File: src/arsq_consts.svh
`ifndef ARSQ_CONSTS_SVH
`define ARSQ_CONSTS_SVH
// register offsets (byte addresses, one aligned word each)
`define ARSQ_OFF_CTRL 12'h000
`define ARSQ_OFF_STATUS 12'h004
`define ARSQ_OFF_IRQ_STAT 12'h008
`define ARSQ_OFF_IRQ_MASK 12'h00c
`define ARSQ_OFF_TRIM 12'h010
// control register fields
`define ARSQ_CTRL_SUPPLY_OK 0
`define ARSQ_CTRL_RESET 32'h0000_0000
// interrupt bit positions
`define ARSQ_IRQ_STATE_CHG 0
`define ARSQ_IRQ_FAULT 1
`define ARSQ_IRQ_WAKE_BLOCKED 2
`define ARSQ_IRQ_W 3
// trim codes, in units of 0.1 v
`define ARSQ_TRIM_0 2'h0
`define ARSQ_TRIM_1 2'h1
`define ARSQ_TRIM_2 2'h2
// terminator step in units of 0.05 v equals the rail-1 step in 0.1 v
`define ARSQ_SYNC_STAGES 2
`endif

File: src/arsq_pkg.sv
package arsq_pkg;
   // sequencer states, one-hot
   typedef enum logic [4:0] {
      ARSQ_MECH_OFF = 5'h01,
      ARSQ_SOFT_OFF_DUAL_OFF = 5'h02,
      ARSQ_SOFT_OFF_DUAL_ON = 5'h04,
      ARSQ_FULL_POWER = 5'h08,
      ARSQ_SUSPEND = 5'h10
   } arsq_state_t;
   // three-level strap reading
   typedef enum logic [1:0] {
      ARSQ_STRAP_LOW = 2'h0,
      ARSQ_STRAP_OPEN = 2'h1,
      ARSQ_STRAP_HIGH = 2'h2
   } arsq_strap_t;
endpackage : arsq_pkg

File: src/arsq_sync.sv
// two-flop synchroniser, one per bit
module arsq_sync #(
   parameter int WIDTH = 1,
   parameter logic [WIDTH-1:0] INIT = '0
) (
   // clock and reset
   input wire logic clk,
   input wire logic rst,
   // data
   input wire logic [WIDTH-1:0] d,
   output logic [WIDTH-1:0] q
);
   logic [WIDTH-1:0] meta_ff;

   initial begin
      if (WIDTH < 1) $error("arsq_sync: WIDTH must be at least 1");
   end

   // first stage feeds only the second stage
   always_ff @(posedge clk) begin
      if (rst) begin
         meta_ff <= INIT;
         q <= INIT;
      end else begin
         meta_ff <= d;
         q <= meta_ff;
      end
   end
endmodule // arsq_sync

File: src/arsq_trim.sv
`include "arsq_consts.svh"
// decodes mode and trim straps into output steps
module arsq_trim
   import arsq_pkg::*;
(
   input wire logic mode_b,
   input wire arsq_strap_t trim_strap,
   output logic [1:0] rail1_step,
   output logic [1:0] rail2_step,
   output logic [1:0] term_step
);
   // mode a rises low->open->high, mode b rises high->open->low
   function automatic logic [1:0] step_of(input arsq_strap_t s, input logic inv);
      logic [1:0] r;
      r = `ARSQ_TRIM_0;
      case (s)
         ARSQ_STRAP_LOW: r = inv ? `ARSQ_TRIM_2 : `ARSQ_TRIM_0;
         ARSQ_STRAP_OPEN: r = `ARSQ_TRIM_1;
         ARSQ_STRAP_HIGH: r = inv ? `ARSQ_TRIM_0 : `ARSQ_TRIM_2;
         default: r = `ARSQ_TRIM_0;
      endcase
      return r;
   endfunction

   always_comb begin
      rail1_step = step_of(trim_strap, mode_b); // [RULE2]
      rail2_step = mode_b ? step_of(trim_strap, 1'b1) : `ARSQ_TRIM_0; // [RULE2]
      // terminator is half of rail 1: same code in half-size units
      term_step = mode_b ? `ARSQ_TRIM_0 : rail1_step; // [RULE3]
   end
endmodule // arsq_trim

File: src/arsq_sequencer.sv
`include "arsq_consts.svh"
// Notes on behaviour
// [RULE1] mode strap alone picks mode, low is a
// [RULE2] trim strap gives 0, 0.1, 0.2 v step
// [RULE3] terminator target tracks half trimmed rail 1
// [RULE4] leave mechanical off once supply qualified
// [RULE5] dual on via enable low or both lines high
// [RULE6] dual on returns off when enable goes high
// [RULE7] both lines high moves dual on to full
// [RULE8] system requests suspend or soft off from full
// [RULE9] suspend wakes only with power good high
// [RULE10] outputs follow the per-state output map
// [RULE11] undervoltage monitor only in full and suspend
// [RULE12] wake waits for external power good input
// [RULE13] pull power good low on monitored fault
// [RULE14] ramped transitions wait for soft-start done
// [RULE15] mode b starts rail 3 before rail 1
// [RULE16] mode a terminator slews at half rate
// [RULE17] state lines are active low, idle high
// [RULE18] inputs synchronised before the state machine; SUPPLY_QUALIFIED goes in unsynchronised
// [RULE19] ramp done is one comparator, restarted each time
module arsq_sequencer
   import arsq_pkg::*;
(
   // clock and reset
   input wire logic CLK_SYS,
   input wire logic RST,
   // apb slave
   input wire logic PSEL,
   input wire logic PENABLE,
   input wire logic PWRITE,
   input wire logic [11:0] PADDR,
   input wire logic [31:0] PWDATA,
   output logic [31:0] PRDATA,
   output logic PREADY,
   output logic PSLVERR,
   // system state lines, active low
   input wire logic SLEEP_LINE_N,
   input wire logic SOFT_OFF_LINE_N,
   input wire logic DUAL_RAIL_ENABLE_N,
   // straps
   input wire logic MODE_STRAP,
   input wire logic [1:0] TRIM_STRAP,
   // analog feedback
   input wire logic SUPPLY_QUALIFIED,
   input wire logic RAMP_DONE,
   input wire logic [2:0] RAIL_UNDERVOLTAGE,
   input wire logic OVER_CURRENT,
   // open-drain power-good line
   input wire logic POWER_GOOD_LINE_IN,
   output logic POWER_GOOD_LINE_OUT,
   output logic POWER_GOOD_LINE_OE,
   // power outputs
   output logic STANDBY_GATE_DRIVE,
   output logic MAIN_GATE_DRIVE,
   output logic LINEAR_RAIL_1,
   output logic LINEAR_RAIL_2,
   output logic LINEAR_RAIL_3,
   output logic BUS_TERMINATOR,
   output logic LINEAR_UNDERVOLTAGE_MONITOR,
   output logic RAMP_RESTART,
   output logic TERM_HALF_SLEW,
   output logic RAIL3_EARLY,
   output logic [1:0] RAIL1_TRIM,
   output logic [1:0] RAIL2_TRIM,
   output logic [1:0] TERM_TRIM,
   // interrupt
   output logic IRQ
);
   arsq_state_t state_ff, nxt_state;
   logic [3:0] lines_s;
   logic sleep_s, soft_off_s, dual_en_s, pg_s;
   logic mode_b_ff, straps_taken_ff;
   arsq_strap_t trim_ff;
   logic [1:0] r1_step, r2_step, t_step;
   logic [31:0] ctrl_ff;
   logic [`ARSQ_IRQ_W-1:0] irq_stat_ff, irq_mask_ff, ev;
   logic ramping_ff, fault;
   logic apb_wr, apb_rd;

   // every state line and the comparator pass two flops first [RULE18]
   arsq_sync #(.WIDTH(4), .INIT(4'hf)) u_sync_lines (
      .clk(CLK_SYS),
      .rst(RST),
      .d({SLEEP_LINE_N, SOFT_OFF_LINE_N, DUAL_RAIL_ENABLE_N, POWER_GOOD_LINE_IN}),
      .q(lines_s)
   );
   // undriven lines idle high, so reset value is high too [RULE17]
   assign sleep_s = lines_s[3];
   assign soft_off_s = lines_s[2];
   assign dual_en_s = lines_s[1];
   assign pg_s = lines_s[0];

   logic ramp_s;
   arsq_sync #(.WIDTH(1), .INIT(1'b0)) u_sync_ramp (
      .clk(CLK_SYS),
      .rst(RST),
      .d(RAMP_DONE),
      .q(ramp_s) // [RULE19]
   );

   // straps are caught once after reset release, never under reset
   always_ff @(posedge CLK_SYS) begin
      if (RST) begin
         straps_taken_ff <= 1'b0;
         mode_b_ff <= 1'b0;
         trim_ff <= ARSQ_STRAP_LOW;
      end else if (!straps_taken_ff) begin
         straps_taken_ff <= 1'b1;
         mode_b_ff <= MODE_STRAP; // low selects terminator mode [RULE1]
         trim_ff <= arsq_strap_t'(TRIM_STRAP);
      end
   end

   arsq_trim u_trim (
      .mode_b(mode_b_ff),
      .trim_strap(trim_ff),
      .rail1_step(r1_step),
      .rail2_step(r2_step),
      .term_step(t_step)
   );

   // trim outputs registered
   always_ff @(posedge CLK_SYS) begin
      if (RST) begin
         RAIL1_TRIM <= `ARSQ_TRIM_0;
         RAIL2_TRIM <= `ARSQ_TRIM_0;
         TERM_TRIM <= `ARSQ_TRIM_0;
      end else begin
         RAIL1_TRIM <= r1_step; // [RULE2]
         RAIL2_TRIM <= r2_step; // [RULE2]
         TERM_TRIM <= t_step; // [RULE3]
      end
   end

   // a fault counts only on rails that are being watched
   assign fault = LINEAR_UNDERVOLTAGE_MONITOR & OVER_CURRENT &
      (mode_b_ff ? (|RAIL_UNDERVOLTAGE) : RAIL_UNDERVOLTAGE[0]); // [RULE11]

   // next-state logic; straps must be settled before leaving mech off
   always_comb begin
      nxt_state = state_ff;
      case (state_ff)
         ARSQ_MECH_OFF: begin
            if (straps_taken_ff && (SUPPLY_QUALIFIED || ctrl_ff[`ARSQ_CTRL_SUPPLY_OK]))
               nxt_state = ARSQ_SOFT_OFF_DUAL_OFF; // [RULE4]
         end
         ARSQ_SOFT_OFF_DUAL_OFF: begin
            // ramp must reach its limit before entering dual on [RULE14]
            if ((!dual_en_s || (sleep_s && soft_off_s)) && ramping_ff && ramp_s)
               nxt_state = ARSQ_SOFT_OFF_DUAL_ON; // [RULE5]
         end
         ARSQ_SOFT_OFF_DUAL_ON: begin
            if (sleep_s && soft_off_s) begin
               if (ramping_ff && ramp_s)
                  nxt_state = ARSQ_FULL_POWER; // [RULE7] [RULE14]
            end else if (dual_en_s) begin
               nxt_state = ARSQ_SOFT_OFF_DUAL_OFF; // [RULE6]
            end
         end
         ARSQ_FULL_POWER: begin
            // system side drives these requests [RULE8]
            if (!soft_off_s)
               nxt_state = ARSQ_SOFT_OFF_DUAL_OFF;
            else if (!sleep_s)
               nxt_state = ARSQ_SUSPEND;
         end
         ARSQ_SUSPEND: begin
            if (!soft_off_s)
               nxt_state = ARSQ_SOFT_OFF_DUAL_OFF; // [RULE9]
            else if (sleep_s && pg_s)
               nxt_state = ARSQ_FULL_POWER; // [RULE9] [RULE12]
         end
         default: nxt_state = ARSQ_MECH_OFF;
      endcase
   end

   always_ff @(posedge CLK_SYS) begin
      if (RST)
         state_ff <= ARSQ_MECH_OFF;
      else
         state_ff <= nxt_state;
   end

   // ramp control: restart pulse at start of each ramped transition
   // the pulse discharges the soft-start node, so done must drop first
   logic want_ramp;
   always_comb begin
      want_ramp = 1'b0;
      if (state_ff == ARSQ_SOFT_OFF_DUAL_OFF)
         want_ramp = !dual_en_s || (sleep_s && soft_off_s);
      else if (state_ff == ARSQ_SOFT_OFF_DUAL_ON)
         want_ramp = sleep_s && soft_off_s;
   end

   logic ramp_seen_low_ff;
   always_ff @(posedge CLK_SYS) begin
      if (RST) begin
         ramping_ff <= 1'b0;
         ramp_seen_low_ff <= 1'b0;
         RAMP_RESTART <= 1'b0;
      end else begin
         RAMP_RESTART <= 1'b0;
         if (nxt_state != state_ff || !want_ramp) begin
            ramping_ff <= 1'b0;
            ramp_seen_low_ff <= 1'b0;
         end else if (!ramp_seen_low_ff) begin
            RAMP_RESTART <= 1'b1; // [RULE19]
            if (!ramp_s)
               ramp_seen_low_ff <= 1'b1;
         end else begin
            ramping_ff <= 1'b1; // done now means this ramp finished
         end
      end
   end

   // output map per state
   always_ff @(posedge CLK_SYS) begin
      if (RST) begin
         STANDBY_GATE_DRIVE <= 1'b0;
         MAIN_GATE_DRIVE <= 1'b0;
         LINEAR_RAIL_1 <= 1'b0;
         LINEAR_RAIL_2 <= 1'b0;
         LINEAR_RAIL_3 <= 1'b0;
         BUS_TERMINATOR <= 1'b0;
         LINEAR_UNDERVOLTAGE_MONITOR <= 1'b0;
      end else begin
         STANDBY_GATE_DRIVE <= (nxt_state == ARSQ_SOFT_OFF_DUAL_ON) ||
            (nxt_state == ARSQ_SUSPEND); // [RULE10]
         MAIN_GATE_DRIVE <= (nxt_state == ARSQ_FULL_POWER); // [RULE10]
         LINEAR_RAIL_1 <= (nxt_state == ARSQ_FULL_POWER) || (nxt_state == ARSQ_SUSPEND);
         LINEAR_RAIL_2 <= mode_b_ff &&
            ((nxt_state == ARSQ_FULL_POWER) || (nxt_state == ARSQ_SUSPEND));
         LINEAR_RAIL_3 <= mode_b_ff &&
            ((nxt_state == ARSQ_FULL_POWER) || (nxt_state == ARSQ_SUSPEND)); // [RULE10]
         BUS_TERMINATOR <= !mode_b_ff &&
            ((nxt_state == ARSQ_FULL_POWER) || (nxt_state == ARSQ_SUSPEND));
         LINEAR_UNDERVOLTAGE_MONITOR <= (nxt_state == ARSQ_FULL_POWER) ||
            (nxt_state == ARSQ_SUSPEND); // [RULE11]
      end
   end

   // ramp shaping hints to the analog side, fixed by mode
   always_ff @(posedge CLK_SYS) begin
      if (RST) begin
         TERM_HALF_SLEW <= 1'b0;
         RAIL3_EARLY <= 1'b0;
      end else begin
         TERM_HALF_SLEW <= !mode_b_ff; // [RULE16]
         RAIL3_EARLY <= mode_b_ff; // [RULE15]
      end
   end

   // power-good pulled low on fault; released otherwise
   always_ff @(posedge CLK_SYS) begin
      if (RST) begin
         POWER_GOOD_LINE_OUT <= 1'b0;
         POWER_GOOD_LINE_OE <= 1'b0;
      end else begin
         POWER_GOOD_LINE_OUT <= 1'b0;
         POWER_GOOD_LINE_OE <= fault; // [RULE13]
      end
   end

   // apb: zero-wait slave, access answered in its first access cycle
   assign apb_wr = PSEL && PENABLE && PWRITE;
   assign apb_rd = PSEL && !PENABLE && !PWRITE;

   function automatic logic addr_known(input logic [11:0] a);
      return (a == `ARSQ_OFF_CTRL) || (a == `ARSQ_OFF_STATUS) ||
         (a == `ARSQ_OFF_IRQ_STAT) || (a == `ARSQ_OFF_IRQ_MASK) || (a == `ARSQ_OFF_TRIM);
   endfunction

   always_ff @(posedge CLK_SYS) begin
      if (RST) begin
         ctrl_ff <= `ARSQ_CTRL_RESET;
         irq_mask_ff <= '0;
      end else if (apb_wr) begin
         if (PADDR == `ARSQ_OFF_CTRL)
            ctrl_ff <= PWDATA;
         if (PADDR == `ARSQ_OFF_IRQ_MASK)
            irq_mask_ff <= PWDATA[`ARSQ_IRQ_W-1:0];
      end
   end

   // read data is set up in the setup cycle, so it stands at the access edge
   always_ff @(posedge CLK_SYS) begin
      if (RST) begin
         PRDATA <= '0;
         PREADY <= 1'b0;
         PSLVERR <= 1'b0;
      end else begin
         PREADY <= PSEL && !PENABLE;
         PSLVERR <= PSEL && !PENABLE && !addr_known(PADDR);
         if (apb_rd) begin
            case (PADDR)
               `ARSQ_OFF_CTRL: PRDATA <= ctrl_ff;
               `ARSQ_OFF_STATUS: PRDATA <= {19'h0, mode_b_ff, ramping_ff, pg_s, sleep_s,
                  soft_off_s, dual_en_s, 2'h0, state_ff};
               // an event landing on the setup edge is read now, else the clear drops it
               `ARSQ_OFF_IRQ_STAT: PRDATA <= {29'h0, irq_stat_ff | ev};
               `ARSQ_OFF_IRQ_MASK: PRDATA <= {29'h0, irq_mask_ff};
               `ARSQ_OFF_TRIM: PRDATA <= {26'h0, TERM_TRIM, RAIL2_TRIM, RAIL1_TRIM};
               default: PRDATA <= '0;
            endcase
         end
      end
   end

   // sticky events; read-clear loses to a new event in the same cycle
   always_comb begin
      ev = '0;
      ev[`ARSQ_IRQ_STATE_CHG] = (nxt_state != state_ff);
      ev[`ARSQ_IRQ_FAULT] = fault;
      ev[`ARSQ_IRQ_WAKE_BLOCKED] = (state_ff == ARSQ_SUSPEND) && sleep_s && soft_off_s && !pg_s;
   end

   always_ff @(posedge CLK_SYS) begin
      if (RST)
         irq_stat_ff <= '0;
      else if (PSEL && PENABLE && !PWRITE && PADDR == `ARSQ_OFF_IRQ_STAT)
         irq_stat_ff <= ev;
      else
         irq_stat_ff <= irq_stat_ff | ev;
   end

   always_ff @(posedge CLK_SYS) begin
      if (RST)
         IRQ <= 1'b0;
      else
         IRQ <= |((irq_stat_ff | ev) & irq_mask_ff);
   end
endmodule // arsq_sequencer

File: config.mk
export PLATFORM = sky130hd
export DESIGN_NAME = arsq_sequencer
export DESIGN_NICKNAME = d
export VERILOG_FILES = /design/src/arsq_pkg.sv /design/src/arsq_sync.sv /design/src/arsq_trim.sv /design/src/arsq_sequencer.sv
export VERILOG_INCLUDE_DIRS = /design/src
export SDC_FILE = /design/constraint.sdc
export NUM_CORES = 1
export LEC_CHECK = 0
export BUFFER_PORTS_ARGS = -buffer_cell sky130_fd_sc_hd__buf_2
export CAP_MARGIN = 30
export CORE_MARGIN = 2
export CORE_UTILIZATION = 50
export CTS_CLUSTER_DIAMETER = 60
export DETAILED_ROUTE_END_ITERATION = 16
export PLACE_DENSITY = 0.77
export RECOVER_POWER = 25
export SLEW_MARGIN = 20
export SYNTH_ARGS = -nofsm -noshare
export SYNTH_HDL_FRONTEND = slang
export SYNTH_HIERARCHICAL = 1
export SYNTH_SLANG_ARGS = --single-unit
export TNS_END_PERCENT = 100
File: constraint.sdc
create_clock -name CLK_SYS -period 3.1 [get_ports CLK_SYS]
set_clock_uncertainty 0.05 [all_clocks]
set_input_delay 0.155 -clock CLK_SYS [delete_from_list [all_inputs] [get_ports CLK_SYS]]
set_output_delay 0.155 -clock CLK_SYS [all_outputs]
set_load 0.05 [all_outputs]
==> results.ini <==
[yosys]
yosys_warnings=6
synth_nets=555
synthArstFlopShare=0
synth_area_leaders=dfxtp_1, nand2_1, a21oi_1
synthDistinctLibCells=52
synth_top_area_share=0.514
avgSynthCellArea_um2=8.60
synthMostInstantiatedCell=dfxtp_1
yosysSeqAreaShare=0.514
postSynthCellCount=493
synth_edf_count=0
synth_common_cells=dfxtp_1, nand2_1, a21oi_1, nor2_1, clkbuf_1
synth.largest_area_cell=dfxtp_1
ys_ff_latch=109
yosys_most_used_dff=dfxtp_1
syn-cell-area_mm2=0.00424

[grt]
grt_usage=0.243
top_usage_layer=met2
grt_pass1_vias=3612
grtUsageMet2=0.380
gr-total-overflow=0
grt_pass1_wl_um=17300
grt_max_degree=48
gr-usage-met1=0.327
antenna_found_initial=0
met3_usage=0.0517

[pwr]
p_sw_uw=613
power.density_mw_per_mm2=452
p_int_mw=1.81
peakVddDrop_uv=301
sequentialPowerShare=0.593
p_total_mw=2.42
p_clk_frac=0.324
p_leak_nw=2.15
pwr-share-comb=0.083
netSwitchingFraction=0.253

[sta]
min_period_ps=2080
worst_hold_slack_ps=18.0
hold_viol_final=0
relSlewSlack=0.149
setup_viol=0
clock.fmax_mhz=481
rsz0062_at_grt=false
fin_tns_setup_ps=0
fin_ws_ps=1020
finalCritPeriodShare=0.671
drv_slew=0
worst_pin_slew_ps=1280

[routing]
wl_per_cell_um=15.1
postRouteAntennaNets=0
via_count=4027
dr.first_iter.drc_count=431
firstDrtPassIters=5
wl_um=11100
viasPerCell=5.48
drcViolationCount=0

[setup_path]
worstSetupPathType=flip-flop to flip-flop
crit_family=compound AO/OA/AOI/OAI gates
arrival_ps=2290
cp.required_ps=3310
worst_setup_path_end_kind=flip-flop
start_kind=flip-flop
critical-path-max-stage-delay_ps=590
crit_buf_inv=0
cp_cell_sequence=nor2_1 > and3_1 > a21boi_0 > o21ai_0 > a41o_1
crit_fanout=8
critPathSlowestCell=a21boi_0

[floorplan]
core_mm2=0.00822
pin_count=115
dieArea_mm2=0.00924
die_height_um=96.1
dieWidth_um=96.1
num_rows=33
start_util=0.516

[clock_tree]
cts_tree=yes
cts-root-buf=clkbuf_8
htreeDepth=3
clock-sinks=109
insertion_delay_ps=370
clk_path_buf_depth=2
postCtsResizedCells=0
cts_made_buffers=9
path_clk_slew_ps=100

[hold_path]
min_path_type=input port to flip-flop

[final_layout]
diodes=0
fillers=705
nets=688
instances_no_fill=735
drive_gt1_frac=0.195
final_area_mm2=0.00536
final_util=0.653
syn2layout_area_growth_pct=26.4

[flow_run]
cap_violations=0

[place]
port_buffers=113
dp_cells=682
hpwl_um=7430
dp_slack_ps=795
gp_congestion=0.924
place_area_mm2=0.00484

[run_status]
status=complete, no violations

-- power by group through the flow --
stage	Combinational (mW)	Sequential, mW	Clock [mW]
floorplan	0.0794	1.48	0
global placement	0.160	1.47	0
CTS	0.199	1.44	0.796
finish	0.200	1.44	0.786
detailed placement	0.163	1.47	0
global route	0.216	1.44	0.861
-- state kept, by name, summed over array words and instances (netlist names), 2 cells and up --
register	cells
u_sync_lines/meta_ff	4
state_ff	5
irq_mask_ff	3
RAIL2_TRIM	2
irq_stat_ff	3
TERM_TRIM	2
ctrl_ff	32
u_sync_lines/q	4
trim_ff	2
PRDATA	32
RAIL1_TRIM	2
-- cells in the final DEF (no fill, tap or decap), types with 6 or more instances in the layout --
cell / count
dfxtp_1: 109
nand2_1: 97
buf_2: 95
a21oi_1: 61
dlygate4sd3_1: 38
nor2_1: 33
nand3_1: 22
clkbuf_1: 20
a2bb2oi_1: 13
mux2i_1: 12
nor2b_1: 11
a22oi_1: 10
clkbuf_8: 9
or2_1: 8
inv_1: 7
o21ai_0: 6
nand4_1: 6
buf_4: 6
-- routing by layer --
layer | up-vias | part of all wire | wire length [µm]
met5 | - | 0 | 0
met4 | 0 | 0.026 | 285
met2 | 172 | 0.47 | 5240
met1 | 1863 | 0.42 | 4710
li1 | 1968 | - | -
met3 | 24 | 0.078 | 867
-- cells by family after synthesis --
logic type      share of synthesized area
xor+xnor                          0.00207
mux                                0.0283
flops                               0.514
simple gates                        0.235
compound gates                      0.173
other cells                      0.000884
buf+inv                            0.0466
-- timing repair --
item | in CTS | in global routing
hold endpoints to repair | 37 | 1
hold buffers | 37 | 1
buffers inserted | 0 | 0
-- worst reg2reg max path: cells and delay by family (launching register included) --
family | cells | cell delay, ps
AND/OR/NAND/NOR | 2 | 500
flip-flops | 1 | 420
AO/OA/AOI/OAI | 3 | 1010
-- worst paths after layout --
check                                        startpoint                end  slack [ps]  depth (start not counted)
worst max-delay path                        state_ff[3]          PRDATA[0]        1020                          5
worst min-delay path                          PWDATA[2]         ctrl_ff[2]          20                          3
worst max register to register              state_ff[3]          PRDATA[0]        1020                          5
worst min register to register  u_sync_lines/meta_ff[2]  u_sync_lines/q[2]         360                          1
-- area by class of cell --
cell class,instances,area (µm²),area share
Clock buffer,10,128,0.0238
Timing Repair Buffer,159,977,0.182
Multi-Input combinational cell,339,1870,0.348
Clock inverter,5,46.3,0.00863
Tap cell,105,131,0.0245
Sequential cell,109,2180,0.407
Inverter,8,30.0,0.00560
No activity file was read; power rests on OpenSTA's default activity.
